[src/design/utc_timer_defs.vh]
// Purpose: Constants for the up/down timer with compare/capture channels
// Assumes: Register word index times four gives the AXI byte address
// Notes: Included by utc_timer.v only
`ifndef UTC_TIMER_DEFS_VH
`define UTC_TIMER_DEFS_VH

// ------------------------------------
// Register word indices
// ------------------------------------
`define UTC_IDX_CTL 16'h2900
`define UTC_IDX_CNT 16'h2901
`define UTC_IDX_CCTL0 16'h2904
`define UTC_IDX_CCTL1 16'h2906
`define UTC_IDX_CCTL2 16'h2908
`define UTC_IDX_CCR0 16'h2910
`define UTC_IDX_CCR1 16'h2911
`define UTC_IDX_CCR2 16'h2912

// ------------------------------------
// Decoded register kinds
// ------------------------------------
`define UTC_SEL_NONE 3'h0
`define UTC_SEL_CTL 3'h1
`define UTC_SEL_CNT 3'h2
`define UTC_SEL_CCR 3'h3
`define UTC_SEL_CCTL 3'h4

// ------------------------------------
// Main control fields
// ------------------------------------
`define UTC_CTL_MODE_HI 5
`define UTC_CTL_MODE_LO 4
`define UTC_CTL_CLKSEL 3
`define UTC_CTL_CLR 2
`define UTC_CTL_WIE 1
`define UTC_CTL_WFLAG 0

// ------------------------------------
// Channel control fields
// ------------------------------------
`define UTC_CH_EDGE_HI 15
`define UTC_CH_EDGE_LO 14
`define UTC_CH_LATCH_EN 10
`define UTC_CH_IEN 4
`define UTC_CH_LEVEL 3
`define UTC_CH_FLAG 0

// ------------------------------------
// Modes, edges, values
// ------------------------------------
`define UTC_MODE_STOP 2'h0
`define UTC_MODE_UP 2'h1
`define UTC_MODE_CONT 2'h2
`define UTC_MODE_UPDN 2'h3
`define UTC_EDGE_OFF 2'h0
`define UTC_EDGE_RISE 2'h1
`define UTC_EDGE_FALL 2'h2
`define UTC_EDGE_BOTH 2'h3
`define UTC_RST16 16'h0000
`define UTC_MAX16 16'hFFFF
`define UTC_SLOW_DIV 8'h80
`define UTC_RESP_OKAY 2'h0
`define UTC_RESP_SLVERR 2'h2

`endif

[src/design/utc_timer.v]
// Purpose: 16-bit timer, stop/up/continuous/up-down, three compare/capture
//          channels, AXI4-Lite register access
// Assumes: Single clock aclk, synchronous active-low reset aresetn
// Notes: Capture pins are synchronised by two flip-flops
//
// What this block does
// RULE_01 - Count when mode nonzero and clock tick active
// RULE_02 - Zero period halts counter in up modes
// RULE_03 - Nonzero period restarts upward from zero
// RULE_04 - Up: period at or above count applies now
// RULE_05 - Up: lower period applies after next wrap
// RULE_06 - Up/down: descending ignores rewrite until zero
// RULE_07 - Up/down: rising, higher period applies now
// RULE_08 - Up/down: rising, lower period waits full cycle
// RULE_09 - Enabled channel flag raises channel interrupt
// RULE_10 - Compare event sets channel flag bit zero
// RULE_11 - Software steps compare values for frequencies
// RULE_12 - Continuous wrap from maximum sets wrap flag
// RULE_13 - Edge field selects off/rise/fall/both capture
// RULE_14 - Latch input level at match when enabled
// RULE_15 - Match output whenever counter equals compare
// RULE_16 - Mode field: stop, up, continuous, up/down
// RULE_17 - Wrap flag on each mode's return to zero
// RULE_18 - Sixteen-bit registers, reserved bits read zero
`timescale 1ns/1ps
`include "utc_timer_defs.vh"

module utc_timer #(
   parameter [7:0] SLOW_DIV = `UTC_SLOW_DIV
) (
   input wire aclk,
   input wire aresetn,
   input wire [31:0] s_axi_awaddr,
   input wire [2:0] s_axi_awprot,
   input wire s_axi_awvalid,
   output reg s_axi_awready,
   input wire [31:0] s_axi_wdata,
   input wire [3:0] s_axi_wstrb,
   input wire s_axi_wvalid,
   output reg s_axi_wready,
   output reg [1:0] s_axi_bresp,
   output reg s_axi_bvalid,
   input wire s_axi_bready,
   input wire [31:0] s_axi_araddr,
   input wire [2:0] s_axi_arprot,
   input wire s_axi_arvalid,
   output reg s_axi_arready,
   output reg [31:0] s_axi_rdata,
   output reg [1:0] s_axi_rresp,
   output reg s_axi_rvalid,
   input wire s_axi_rready,
   input wire [2:0] capture_pin,
   output reg [2:0] compare_match,
   output reg [2:0] chan_irq,
   output reg wrap_irq
);

   // ------------------------------------
   // Helper functions and declarations
   // ------------------------------------
   // Address decode: {channel, kind}
   function [4:0] dec;
      input [31:0] a;
      begin
         dec = {2'h0, `UTC_SEL_NONE};
         if (a[31:18] == 14'h0000 && a[1:0] == 2'h0) begin
            case (a[17:2])
               `UTC_IDX_CTL: dec = {2'h0, `UTC_SEL_CTL};
               `UTC_IDX_CNT: dec = {2'h0, `UTC_SEL_CNT};
               `UTC_IDX_CCR0: dec = {2'h0, `UTC_SEL_CCR};
               `UTC_IDX_CCR1: dec = {2'h1, `UTC_SEL_CCR};
               `UTC_IDX_CCR2: dec = {2'h2, `UTC_SEL_CCR};
               `UTC_IDX_CCTL0: dec = {2'h0, `UTC_SEL_CCTL};
               `UTC_IDX_CCTL1: dec = {2'h1, `UTC_SEL_CCTL};
               `UTC_IDX_CCTL2: dec = {2'h2, `UTC_SEL_CCTL};
               default: dec = {2'h0, `UTC_SEL_NONE};
            endcase
         end
      end
   endfunction

   // Byte-lane merge into a 16-bit register
   function [15:0] merge;
      input [15:0] old;
      input [15:0] d;
      input [1:0] s;
      begin
         merge[7:0] = s[0] ? d[7:0] : old[7:0];
         merge[15:8] = s[1] ? d[15:8] : old[15:8];
      end
   endfunction
   reg [31:0] awaddr_reg, wdata_reg; // Held write address and data
   reg [3:0] wstrb_reg; // Held strobes
   reg aw_full_reg, w_full_reg; // Address, data taken
   reg [1:0] mode_reg; // Counting mode
   reg clksel_reg; // 1: every clock, 0: slow tick
   reg clr_reg; // Clear request, one cycle
   reg wie_reg; // Wrap interrupt enable
   reg wflag_reg; // Wrap flag
   reg [15:0] cnt_reg; // Counter value
   reg dir_reg; // 0 up, 1 down
   reg [15:0] tgt_reg; // Period in effect
   reg [7:0] presc_reg; // Slow clock prescaler
   reg [15:0] ccr_reg [0:2]; // Compare/capture values
   reg [1:0] edge_reg [0:2]; // Capture edge select
   reg [2:0] latch_en_reg, ien_reg; // Latch at match, interrupt enable
   reg [2:0] level_reg, flag_reg; // Latched input level, channel flags
   reg [2:0] cap_s1_reg, cap_s2_reg, cap_d_reg; // Sync stages, previous level
   reg [15:0] cnt_next, tgt_next, per_now; // Next count, next target, period after write
   reg dir_next; // Next direction
   reg wrap_ev, load_ev; // Returned to zero, stepped
   integer k; // Channel index
   wire wr_fire; // Write executes
   wire [4:0] wsel, rsel; // Write and read decode
   wire tick; // Selected clock source active
   wire halt; // Zero period in up modes
   wire [2:0] ctl_wr, ccr_wr, cap_ev, cmp_ev; // Per-channel strobes and events

   assign wr_fire = aw_full_reg & w_full_reg & ~s_axi_bvalid;
   assign wsel = dec(awaddr_reg);
   assign rsel = dec(s_axi_araddr);
   assign tick = clksel_reg | (presc_reg == SLOW_DIV - 8'h01);
   // RULE_02 zero period halts
   assign halt = (mode_reg == `UTC_MODE_UP || mode_reg == `UTC_MODE_UPDN) &&
                 ccr_reg[0] == `UTC_RST16;

   // ------------------------------------
   // AXI4-Lite slave
   // ------------------------------------
   // Address and data taken in either order, response after both
   always @(posedge aclk) begin
      if (!aresetn) begin
         s_axi_awready <= 1'b1;
         s_axi_wready <= 1'b1;
         aw_full_reg <= 1'b0;
         w_full_reg <= 1'b0;
         awaddr_reg <= 32'h00000000;
         wdata_reg <= 32'h00000000;
         wstrb_reg <= 4'h0;
         s_axi_bvalid <= 1'b0;
         s_axi_bresp <= `UTC_RESP_OKAY;
      end else begin
         // Capture address
         if (s_axi_awvalid && s_axi_awready) begin
            awaddr_reg <= s_axi_awaddr;
            aw_full_reg <= 1'b1;
            s_axi_awready <= 1'b0;
         end
         // Capture data
         if (s_axi_wvalid && s_axi_wready) begin
            wdata_reg <= s_axi_wdata;
            wstrb_reg <= s_axi_wstrb;
            w_full_reg <= 1'b1;
            s_axi_wready <= 1'b0;
         end
         // Execute and respond
         if (wr_fire) begin
            aw_full_reg <= 1'b0;
            w_full_reg <= 1'b0;
            s_axi_bvalid <= 1'b1;
            s_axi_bresp <= (wsel[2:0] == `UTC_SEL_NONE) ? `UTC_RESP_SLVERR :
                           `UTC_RESP_OKAY;
         end else if (s_axi_bvalid && s_axi_bready) begin
            s_axi_bvalid <= 1'b0;
            s_axi_awready <= 1'b1;
            s_axi_wready <= 1'b1;
         end
      end
   end
   // One read at a time, data one cycle after address
   always @(posedge aclk) begin
      if (!aresetn) begin
         s_axi_arready <= 1'b1;
         s_axi_rvalid <= 1'b0;
         s_axi_rdata <= 32'h00000000;
         s_axi_rresp <= `UTC_RESP_OKAY;
      end else if (s_axi_arvalid && s_axi_arready) begin
         s_axi_arready <= 1'b0;
         s_axi_rvalid <= 1'b1;
         s_axi_rresp <= `UTC_RESP_OKAY;
         // RULE_18 reserved bits zero
         case (rsel[2:0])
            `UTC_SEL_CTL: s_axi_rdata <= {26'h0000000, mode_reg, clksel_reg,
                                          1'b0, wie_reg, wflag_reg};
            `UTC_SEL_CNT: s_axi_rdata <= {16'h0000, cnt_reg};
            `UTC_SEL_CCR: s_axi_rdata <= {16'h0000, ccr_reg[rsel[4:3]]};
            `UTC_SEL_CCTL: s_axi_rdata <= {16'h0000, edge_reg[rsel[4:3]], 3'h0,
                                           latch_en_reg[rsel[4:3]], 5'h00,
                                           ien_reg[rsel[4:3]],
                                           level_reg[rsel[4:3]], 2'h0,
                                           flag_reg[rsel[4:3]]};
            default: begin
               s_axi_rdata <= 32'h00000000;
               s_axi_rresp <= `UTC_RESP_SLVERR;
            end
         endcase
      end else if (s_axi_rvalid && s_axi_rready) begin
         s_axi_rvalid <= 1'b0;
         s_axi_arready <= 1'b1;
      end
   end

   // ------------------------------------
   // Main control register and prescaler
   // ------------------------------------
   // Mode, clock select, clear pulse, wrap flag
   always @(posedge aclk) begin
      if (!aresetn) begin
         mode_reg <= `UTC_MODE_STOP;
         clksel_reg <= 1'b0;
         clr_reg <= 1'b0;
         wie_reg <= 1'b0;
         wflag_reg <= 1'b0;
         wrap_irq <= 1'b0;
      end else begin
         clr_reg <= 1'b0;
         if (wr_fire && wsel[2:0] == `UTC_SEL_CTL && wstrb_reg[0]) begin
            mode_reg <= wdata_reg[`UTC_CTL_MODE_HI:`UTC_CTL_MODE_LO];
            clksel_reg <= wdata_reg[`UTC_CTL_CLKSEL];
            clr_reg <= wdata_reg[`UTC_CTL_CLR];
            wie_reg <= wdata_reg[`UTC_CTL_WIE];
         end
         // RULE_12 wrap sets flag
         if (wrap_ev)
            wflag_reg <= 1'b1;
         else if (wr_fire && wsel[2:0] == `UTC_SEL_CTL && wstrb_reg[0] &&
                  wdata_reg[`UTC_CTL_WFLAG])
            wflag_reg <= 1'b0;
         wrap_irq <= wflag_reg & wie_reg;
      end
   end
   // Slow tick once per SLOW_DIV clocks
   always @(posedge aclk) begin
      if (!aresetn || clr_reg || tick)
         presc_reg <= 8'h00;
      else
         presc_reg <= presc_reg + 8'h01;
   end

   // ------------------------------------
   // Counter next state
   // ------------------------------------
   always @* begin
      cnt_next = cnt_reg;
      dir_next = dir_reg;
      tgt_next = tgt_reg;
      wrap_ev = 1'b0;
      load_ev = 1'b0;
      per_now = ccr_reg[0];
      // Period rewrite
      if (wr_fire && wsel == {2'h0, `UTC_SEL_CCR}) begin
         per_now = merge(ccr_reg[0], wdata_reg[15:0], wstrb_reg[1:0]);
         // RULE_04 RULE_07 higher period now
         // RULE_05 RULE_08 lower period deferred
         // RULE_06 descending keeps target
         if (!dir_reg && per_now >= cnt_reg)
            tgt_next = per_now;
      end
      if (clr_reg) begin
         cnt_next = `UTC_RST16;
         dir_next = 1'b0;
         tgt_next = per_now;
      end else if (halt) begin
         // RULE_03 restart from zero upward
         cnt_next = `UTC_RST16;
         dir_next = 1'b0;
      end else if (mode_reg != `UTC_MODE_STOP && tick) begin
         // RULE_01 run when mode and tick
         load_ev = 1'b1;
         // RULE_16 mode selection
         case (mode_reg)
            `UTC_MODE_UP: begin
               // RULE_17 wrap at period
               if (cnt_reg >= tgt_reg) begin
                  cnt_next = `UTC_RST16;
                  tgt_next = per_now;
                  wrap_ev = 1'b1;
               end else begin
                  cnt_next = cnt_reg + 16'h0001;
               end
            end
            `UTC_MODE_CONT: begin
               cnt_next = cnt_reg + 16'h0001;
               // RULE_12 RULE_17 wrap from maximum
               wrap_ev = (cnt_reg == `UTC_MAX16);
            end
            `UTC_MODE_UPDN: begin
               if (!dir_reg) begin
                  if (cnt_reg >= tgt_reg) begin
                     dir_next = 1'b1;
                     cnt_next = cnt_reg - 16'h0001;
                  end else begin
                     cnt_next = cnt_reg + 16'h0001;
                  end
               end else if (cnt_reg <= 16'h0001) begin
                  // RULE_17 one to zero step
                  cnt_next = `UTC_RST16;
                  dir_next = 1'b0;
                  tgt_next = per_now;
                  wrap_ev = (cnt_reg == 16'h0001);
               end else begin
                  cnt_next = cnt_reg - 16'h0001;
               end
            end
            default: cnt_next = cnt_reg;
         endcase
      end
   end

   // Counter registers
   always @(posedge aclk) begin
      if (!aresetn) begin
         cnt_reg <= `UTC_RST16;
         dir_reg <= 1'b0;
         tgt_reg <= `UTC_RST16;
      end else begin
         cnt_reg <= cnt_next;
         dir_reg <= dir_next;
         tgt_reg <= tgt_next;
      end
   end

   // ------------------------------------
   // Compare/capture channels
   // ------------------------------------
   // Two flip-flops per pin, a third keeps the last level for edges
   always @(posedge aclk) begin
      if (!aresetn)
         {cap_d_reg, cap_s2_reg, cap_s1_reg} <= 9'h000;
      else
         {cap_d_reg, cap_s2_reg, cap_s1_reg} <= {cap_s2_reg, cap_s1_reg, capture_pin};
   end
   genvar i;
   generate
      for (i = 0; i < 3; i = i + 1) begin : g_ch
         // Channel register writes
         assign ctl_wr[i] = wr_fire && wsel[4:3] == i && wsel[2:0] == `UTC_SEL_CCTL;
         assign ccr_wr[i] = wr_fire && wsel[4:3] == i && wsel[2:0] == `UTC_SEL_CCR;
         // RULE_13 edge selection
         assign cap_ev[i] = (edge_reg[i] == `UTC_EDGE_RISE && cap_s2_reg[i] && !cap_d_reg[i]) ||
                            (edge_reg[i] == `UTC_EDGE_FALL && !cap_s2_reg[i] && cap_d_reg[i]) ||
                            (edge_reg[i] == `UTC_EDGE_BOTH && cap_s2_reg[i] != cap_d_reg[i]);
         // Compare event only when the counter steps onto the value
         assign cmp_ev[i] = load_ev && edge_reg[i] == `UTC_EDGE_OFF &&
                            cnt_next == ccr_reg[i];
      end
   endgenerate
   // Channel registers; one process so each register has one driver
   always @(posedge aclk) begin
      if (!aresetn) begin
         for (k = 0; k < 3; k = k + 1) begin
            ccr_reg[k] <= `UTC_RST16;
            edge_reg[k] <= `UTC_EDGE_OFF;
         end
         latch_en_reg <= 3'h0;
         ien_reg <= 3'h0;
         level_reg <= 3'h0;
         flag_reg <= 3'h0;
         compare_match <= 3'h0;
         chan_irq <= 3'h0;
      end else begin
         for (k = 0; k < 3; k = k + 1) begin
            // Capture wins over software write
            if (cap_ev[k])
               ccr_reg[k] <= cnt_reg;
            else if (ccr_wr[k])
               ccr_reg[k] <= merge(ccr_reg[k], wdata_reg[15:0], wstrb_reg[1:0]);
            if (ctl_wr[k] && wstrb_reg[1]) begin
               edge_reg[k] <= wdata_reg[`UTC_CH_EDGE_HI:`UTC_CH_EDGE_LO];
               latch_en_reg[k] <= wdata_reg[`UTC_CH_LATCH_EN];
            end
            if (ctl_wr[k] && wstrb_reg[0])
               ien_reg[k] <= wdata_reg[`UTC_CH_IEN];
            // RULE_14 latch level at match
            if (latch_en_reg[k] && cmp_ev[k])
               level_reg[k] <= cap_s2_reg[k];
            // RULE_10 event sets flag
            if (cmp_ev[k] || cap_ev[k])
               flag_reg[k] <= 1'b1;
            else if (ctl_wr[k] && wstrb_reg[0] && wdata_reg[`UTC_CH_FLAG])
               flag_reg[k] <= 1'b0;
            // RULE_15 match level
            compare_match[k] <= (cnt_reg == ccr_reg[k]);
            // RULE_09 enabled flag to interrupt
            chan_irq[k] <= flag_reg[k] & ien_reg[k];
         end
      end
   end

endmodule // utc_timer

[config.mk]
export PLATFORM = sky130hd
export DESIGN_NAME = utc_timer
export DESIGN_NICKNAME = d
export VERILOG_FILES = /design/src/design/utc_timer.v
export VERILOG_INCLUDE_DIRS = /design/src /design/src/design
export SDC_FILE = /design/constraint.sdc
export NUM_CORES = 1
export LEC_CHECK = 0
export BUFFER_PORTS_ARGS = -buffer_cell sky130_fd_sc_hd__buf_2
export CELL_PAD_IN_SITES_DETAIL_PLACEMENT = 0
export CELL_PAD_IN_SITES_GLOBAL_PLACEMENT = 1
export CORE_AREA = 5 5 180 182
export DETAILED_ROUTE_END_ITERATION = 8
export DIE_AREA = 0 0 185 187
export PLACE_DENSITY_LB_ADDON = 0.12
export SLEW_MARGIN = 25
export SYNTH_ARGS = -nofsm -noshare
export SYNTH_HDL_FRONTEND = slang
export SYNTH_SLANG_ARGS = --single-unit
export TNS_END_PERCENT = 5
[constraint.sdc]
create_clock -name aclk -period 4.9 [get_ports aclk]
set_input_delay 0.735 -clock aclk [delete_from_list [all_inputs] [get_ports aclk]]
set_output_delay 0.735 -clock aclk [all_outputs]
set_load 0.05 [all_outputs]
Word level (Yosys, flattened, before mapping)
Memory sizes are Yosys's and may differ from the RTL's. Index checks and enable logic that the tools add are counted.

Input bits: 116. Register bits after elaboration: 168. Logic and storage cells: 326. Memory bits (writable): 54. Memories: 2. Output and inout port bits: 48.

Memories: ccr_reg (words 3, width 16, read ports 4, clocked after memory_dff 0, write ports 3, line utc_timer.v:104) `reg [15:0] ccr_reg [0:2];`; edge_reg (words 3, width 2, read ports 4, clocked after memory_dff 0, write ports 3, line utc_timer.v:105) `reg [1:0] edge_reg [0:2];`.

Order comparisons: 4. Multiplexer cells: 111. Eq/ne operators: 50. Reduce and logical (&&, ||, !) cells: 98. Bitwise gates (word level): 18. Add/subtract/negate cells: 3.

Operator list (count): $mux 16 (22); $eq 16x14->1 const B (16); $eq 16x16->1 (6); $pmux 5 s8 (2); $mux 1 (66); $pmux 16 s4 (1); $logic_and 1x1->1 (56); $mux 8 (6); $pmux 16 s3 (1); $ge 16x16->1 (2); $pmux 16 s2 (1); $logic_not 14->1 (2); $eq 2x2->1 const B (9); $add 16x1->16 const B (1); $eq 16x1->1 const B (1); $eq 16x16->1 const B (1); $le 16x1->1 const B (1); $logic_not 16->1 (1); $sub 16x1->16 const B (1); $reduce_bool 2->1 (7); $logic_not 2->1 (6); $logic_or 1x1->1 (12); $eq 2x1->1 const B (5); $mux 2 (5); 20 further kinds (53).

Logic depth before layout (Yosys ltp)
Word-level depth: 12. Mapped depth: 16. Mapped depth without buffers: 13.

Worst setup path after synthesis
OpenSTA, ideal clock, no wires.

Path type: flip-flop to flip-flop. Start point: register cnt_reg[0]. End point: register level_reg[0]. Buffers on the path: 3. Cell stages (with the launch flop): 16. Data arrival time: 4.092 ns. Period minus slack after synthesis: 4.164 ns. Setup slack: 0.736 ns. Data required time: 4.828 ns. Setup time: 0.072 ns. Cells stage by stage: dfxtp_1 > clkbuf_1 > buf_2 > inv_1 > ha_1 > and3_1 > o21ai_0 > a311o_1 > buf_2 > nand3_1 > a32oi_1 > nor4_1 > or4_1 > or4_4 > nor4_2 > mux2i_1.

Cells in the longest elaborated chain, start to end: 10. Elaborated cells between the ends (all ways): 15. Those cells by class: add/sub (2); order compare (2); eq/ne (1); mux (8); reduce/logical (2).

RTL lines: start: declaration (line utc_timer.v:100) `reg [15:0] cnt_reg;`; start signal: assignment (line utc_timer.v:313) `` cnt_reg <= `UTC_RST16; ``; start signal: assignment (line utc_timer.v:317) `cnt_reg <= cnt_next;`; $add 16x1->16 (tied with other cells) (line utc_timer.v:279, utc_timer.v:283, utc_timer.v:293); $mux 16, on equally long branches (line utc_timer.v:289, utc_timer.v:295); $mux 16 (line utc_timer.v:288) `if (!dir_reg) begin`; $pmux 16 s3 (line utc_timer.v:271) `case (mode_reg)`; $mux 16 * (line utc_timer.v:267) `` end else if (mode_reg != `UTC_MODE_STOP && tick) begin ``; $mux 16 * (line utc_timer.v:263) `end else if (halt) begin`; $mux 16 * (line utc_timer.v:259) `if (clr_reg) begin`; $eq 16x16->1 * (line utc_timer.v:345) `cnt_next == ccr_reg[i];`; $logic_and 1x1->1 * (line utc_timer.v:344) `` assign cmp_ev[i] = load_ev && edge_reg[i] == `UTC_EDGE_OFF && ``; $logic_and 1x1->1 * (line utc_timer.v:375) `if (latch_en_reg[k] && cmp_ev[k])`; end signal: indexed assignment (line utc_timer.v:376) `level_reg[k] <= cap_s2_reg[k];`; end: declaration (line utc_timer.v:107) `reg [2:0] level_reg, flag_reg;`.

Every way passes the cells marked *; elsewhere a longest branch is shown, timed or not. A chain may end at the register's enable or synchronous reset.

Final worst setup path
Start point: register mode_reg[0]. End point: register flag_reg[0].

Cells in the longest elaborated chain, start to end: 9. Elaborated cells between the ends (all ways): 20. Those cells by class: eq/ne (4); mux (8); reduce/logical (8).

RTL lines: start: declaration (line utc_timer.v:95) `reg [1:0] mode_reg;`; start signal: assignment (line utc_timer.v:209) `` mode_reg <= `UTC_MODE_STOP; ``; start signal: assignment (line utc_timer.v:218) `` mode_reg <= wdata_reg[`UTC_CTL_MODE_HI:`UTC_CTL_MODE_LO]; ``; $eq 2x2->1 (tied with other cells) (line utc_timer.v:271); $pmux 16 s3 (tied with other cells) (line utc_timer.v:271); $mux 16 (tied with other cells) (line utc_timer.v:267); $mux 16 / $mux 1 (equally long branches) (line utc_timer.v:263); $mux 16 / $mux 1 (equally long branches) (line utc_timer.v:259); $eq 16x16->1 / $logic_and 1x1->1 (equally long branches); $logic_and 1x1->1 * (line utc_timer.v:344); $logic_or 1x1->1 * (line utc_timer.v:378) `if (cmp_ev[k] || cap_ev[k])`; $mux 1 / $reduce_bool 2->1 (equally long branches); end signal: assignment (line utc_timer.v:358) `flag_reg <= 3'h0;`; end signal: indexed assignment (line utc_timer.v:379) `flag_reg[k] <= 1'b1;`; end signal: indexed assignment (line utc_timer.v:381) `flag_reg[k] <= 1'b0;`; end: declaration (line utc_timer.v:107).

Marked as above.

==> impl_metrics.ini <==
[sta]
fin_setup_tns_ps = 0
hold_ws_ps = 400
worstMarginPinSlew_ps = 952
relSlewSlack = 0.360
finalSetupViolations = 0
period_minus_slack_ps = 4600
final_hold_viol_count = 0
period_share = 0.939
slew_viol_final = 0
finClkSkew_ps = 24.3
rsz0062_at_grt = false
max_freq_ghz = 0.217

[clock_tree]
clock-root-buffer = clkbuf_16
cts_resized = 0
cts_tree = built
htreeDepth = 1
clk_path_buf_depth = 3
hold_buffers = 0
cts_sinks = 204
postCtsSetupBuffers = 0
clk_pin_slew_ps = 60
clkLatencyLatePin_ps = 550
numCtsBuffers = 25

[yosys]
synth_cell_types = 91
synth_enable_flop_cells = 54
synth_top_area_frac = 0.227
avgSynthCellArea_um2 = 8.10
async_reset_ff_frac = 0
synth_area_leader_cell = dfxtp_1
synth_cells = 1636
seq_area_frac_synth = 0.349
netlist_area_um2 = 13300
ys_ff_latch = 204
ys.flop_type = dfxtp_1
ys_warn_count = 0
synth_area_leaders = dfxtp_1, edfxtp_1, nand2_1, mux2i_1, a21oi_1

[critical_path]
cp-end-kind = flop
arrival_ps = 5070
critical_path.max_fanout = 6
worst-path-buf-inv = 1
start_kind = flop
cpPeakStageDelay_ps = 830
cpMaxStageDelayCell = dfxtp_1
worst-setup-path-type = flop to flop
r2r_slack_ps = 300
cpLargestDelayFamily = simple AND/OR/NAND/NOR gates
crit_chain = nor4b_1 -> nand4_1 -> o221ai_1 -> or3_1 -> a21oi_2 -> or3_1 -> or4_1 -> or4_4 -> nor4b_1 -> buf_4 -> o31a_1
worstPathRequired_ps = 5380

[placed_design]
numPortBuffers = 121
dp_hpwl_um = 44100
gp_congestion = 1.04

[route]
drt_iter0_drc = 1628
drt-total-wl_um = 58400
viasPerCell = 6.22
remaining_drc_errors = 0
drtPass1Iterations = 6
dr_total_vias = 13700
ant_nets = 0
post_drt_wl_per_cell_um = 26.6

[global_route]
grt_pass1_vias = 13000
grt_overflow = 0
antenna_found_initial = 0
grt_use_total = 0.324
grt_max_degree = 64
grt_pass1_wl_um = 84300

[layout]
nets = 1933
antenna_cells = 0
largest_reg_flops = 48
drive_gt1_frac = 0.181
syn_to_final_growth_pct = 17.0

[floorplanning]
fp.dieW_um = 185
fp-row-count = 64
die_area_um2 = 34600
core_um2 = 30400
die_h_um = 187
initial_core_util = 0.436
io_pins = 164

[power]
powerDensity_nw_per_um2 = 262
peakVddDrop_mv = 0.239
power_leakage_nw = 6.18

[flow_run]
drv_cap = 0

[run_status]
status = finished, final reports clean

[min_path]
hold_path.class = input pin to flop
## area by class of cell
cell class	instances	area (um^2)
clock inverters	13	113
multi-input cells	1243	7860
fillers	3051	14900
flip-flops and latches	204	4620
inverters	75	282
clock buffers	33	696
well taps	396	495
repair buffers	232	1440
## logic make-up after synthesis
| logic type | synth area share |
|---|---|
| simple gates | 0.233 |
| compound gates | 0.204 |
| buf+inv | 0.0651 |
| flops | 0.349 |
| xor+xnor | 0.0542 |
| mux | 0.0604 |
| fa+ha+maj | 0.0340 |
| other cells | 0.000283 |
## cell usage after synthesis, types with 13 or more instances
cell and instances:
nor3_1 49, buf_1 13, nand4_1 30, nor4_1 46, a21oi_1 102, nand2_1 219
dfxtp_1 150, and2_1 21, xnor2_1 28, edfxtp_1 54, clkbuf_1 89, xor2_1 54
ha_1 36, a21o_1 17, o21ai_0 65, nor2_1 125, nand3_1 48, o31ai_1 20
o211ai_1 19, a221oi_1 27, buf_4 19, mux2i_1 62, or3_1 13, a211oi_1 17
mux2_2 16, inv_1 73, and3_1 15
## worst paths after layout
check,from,to,cells past startpoint
max,mode_reg[0]$_SDFFE_PN0P_,flag_reg[0]$_SDFFE_PN0P_,11
min,s_axi_wvalid,s_axi_wready$_SDFF_PN1_,2
max reg2reg,mode_reg[0]$_SDFFE_PN0P_,flag_reg[0]$_SDFFE_PN0P_,11
min reg2reg,cap_s1_reg[0]$_SDFF_PN0_,cap_s2_reg[0]$_SDFF_PN0_,1
## per-layer routing
layer	global-route usage	routed length, um
met1	0.445	24200
met2	0.474	23900
met3	0.0972	6960
met4	0.136	3230
met5	0	0
## power by group
| group | switching [mW] | internal [mW] |
|---|---|---|
| Clock | 0.761 | 1.06 |
| Combinational | 0.260 | 0.131 |
| Sequential | 0.0756 | 1.78 |
## per-stage QoR
stage / power, mW / instances / instance area [um^2] / util / setup WS, ps
finish: 4.07 / 2196 / 15500 / 0.510 / 301
global placement: 2.27 / 2150 / 14700 / 0.483 / 494
floorplan: 2.12 / 1653 / 13300 / - / 736
CTS: 4.08 / 2196 / 15500 / 0.510 / 445
detailed placement: 2.28 / 2150 / 14700 / 0.483 / 505
global route: 4.21 / 2196 / 15500 / 0.510 / 288
## cell usage in the layout (no fill, tap or decap), types with 11 or more instances in the layout
cell,synthesis,final
mux2_2,16,16
xnor2_1,28,28
nand2_1,219,218
clkbuf_16,0,25
or2_2,12,12
inv_1,73,72
edfxtp_1,54,54
xor2_1,54,54
a31oi_1,11,11
and3_1,15,15
a221oi_1,27,27
and2_1,21,20
a21oi_1,102,102
dfxtp_1,150,150
conb_1,1,18
o31ai_1,20,20
ha_1,36,36
nor3_1,49,47
buf_2,8,121
nor2_1,125,125
or3_1,13,13
nand4_1,30,30
buf_4,19,111
o22ai_1,12,12
a211oi_1,17,17
nand3_1,48,48
a21o_1,17,17
o21ai_0,65,63
o211ai_1,19,19
nor4_1,46,46
mux2i_1,62,62
Note: power is estimated with default switching activity, not from simulation.
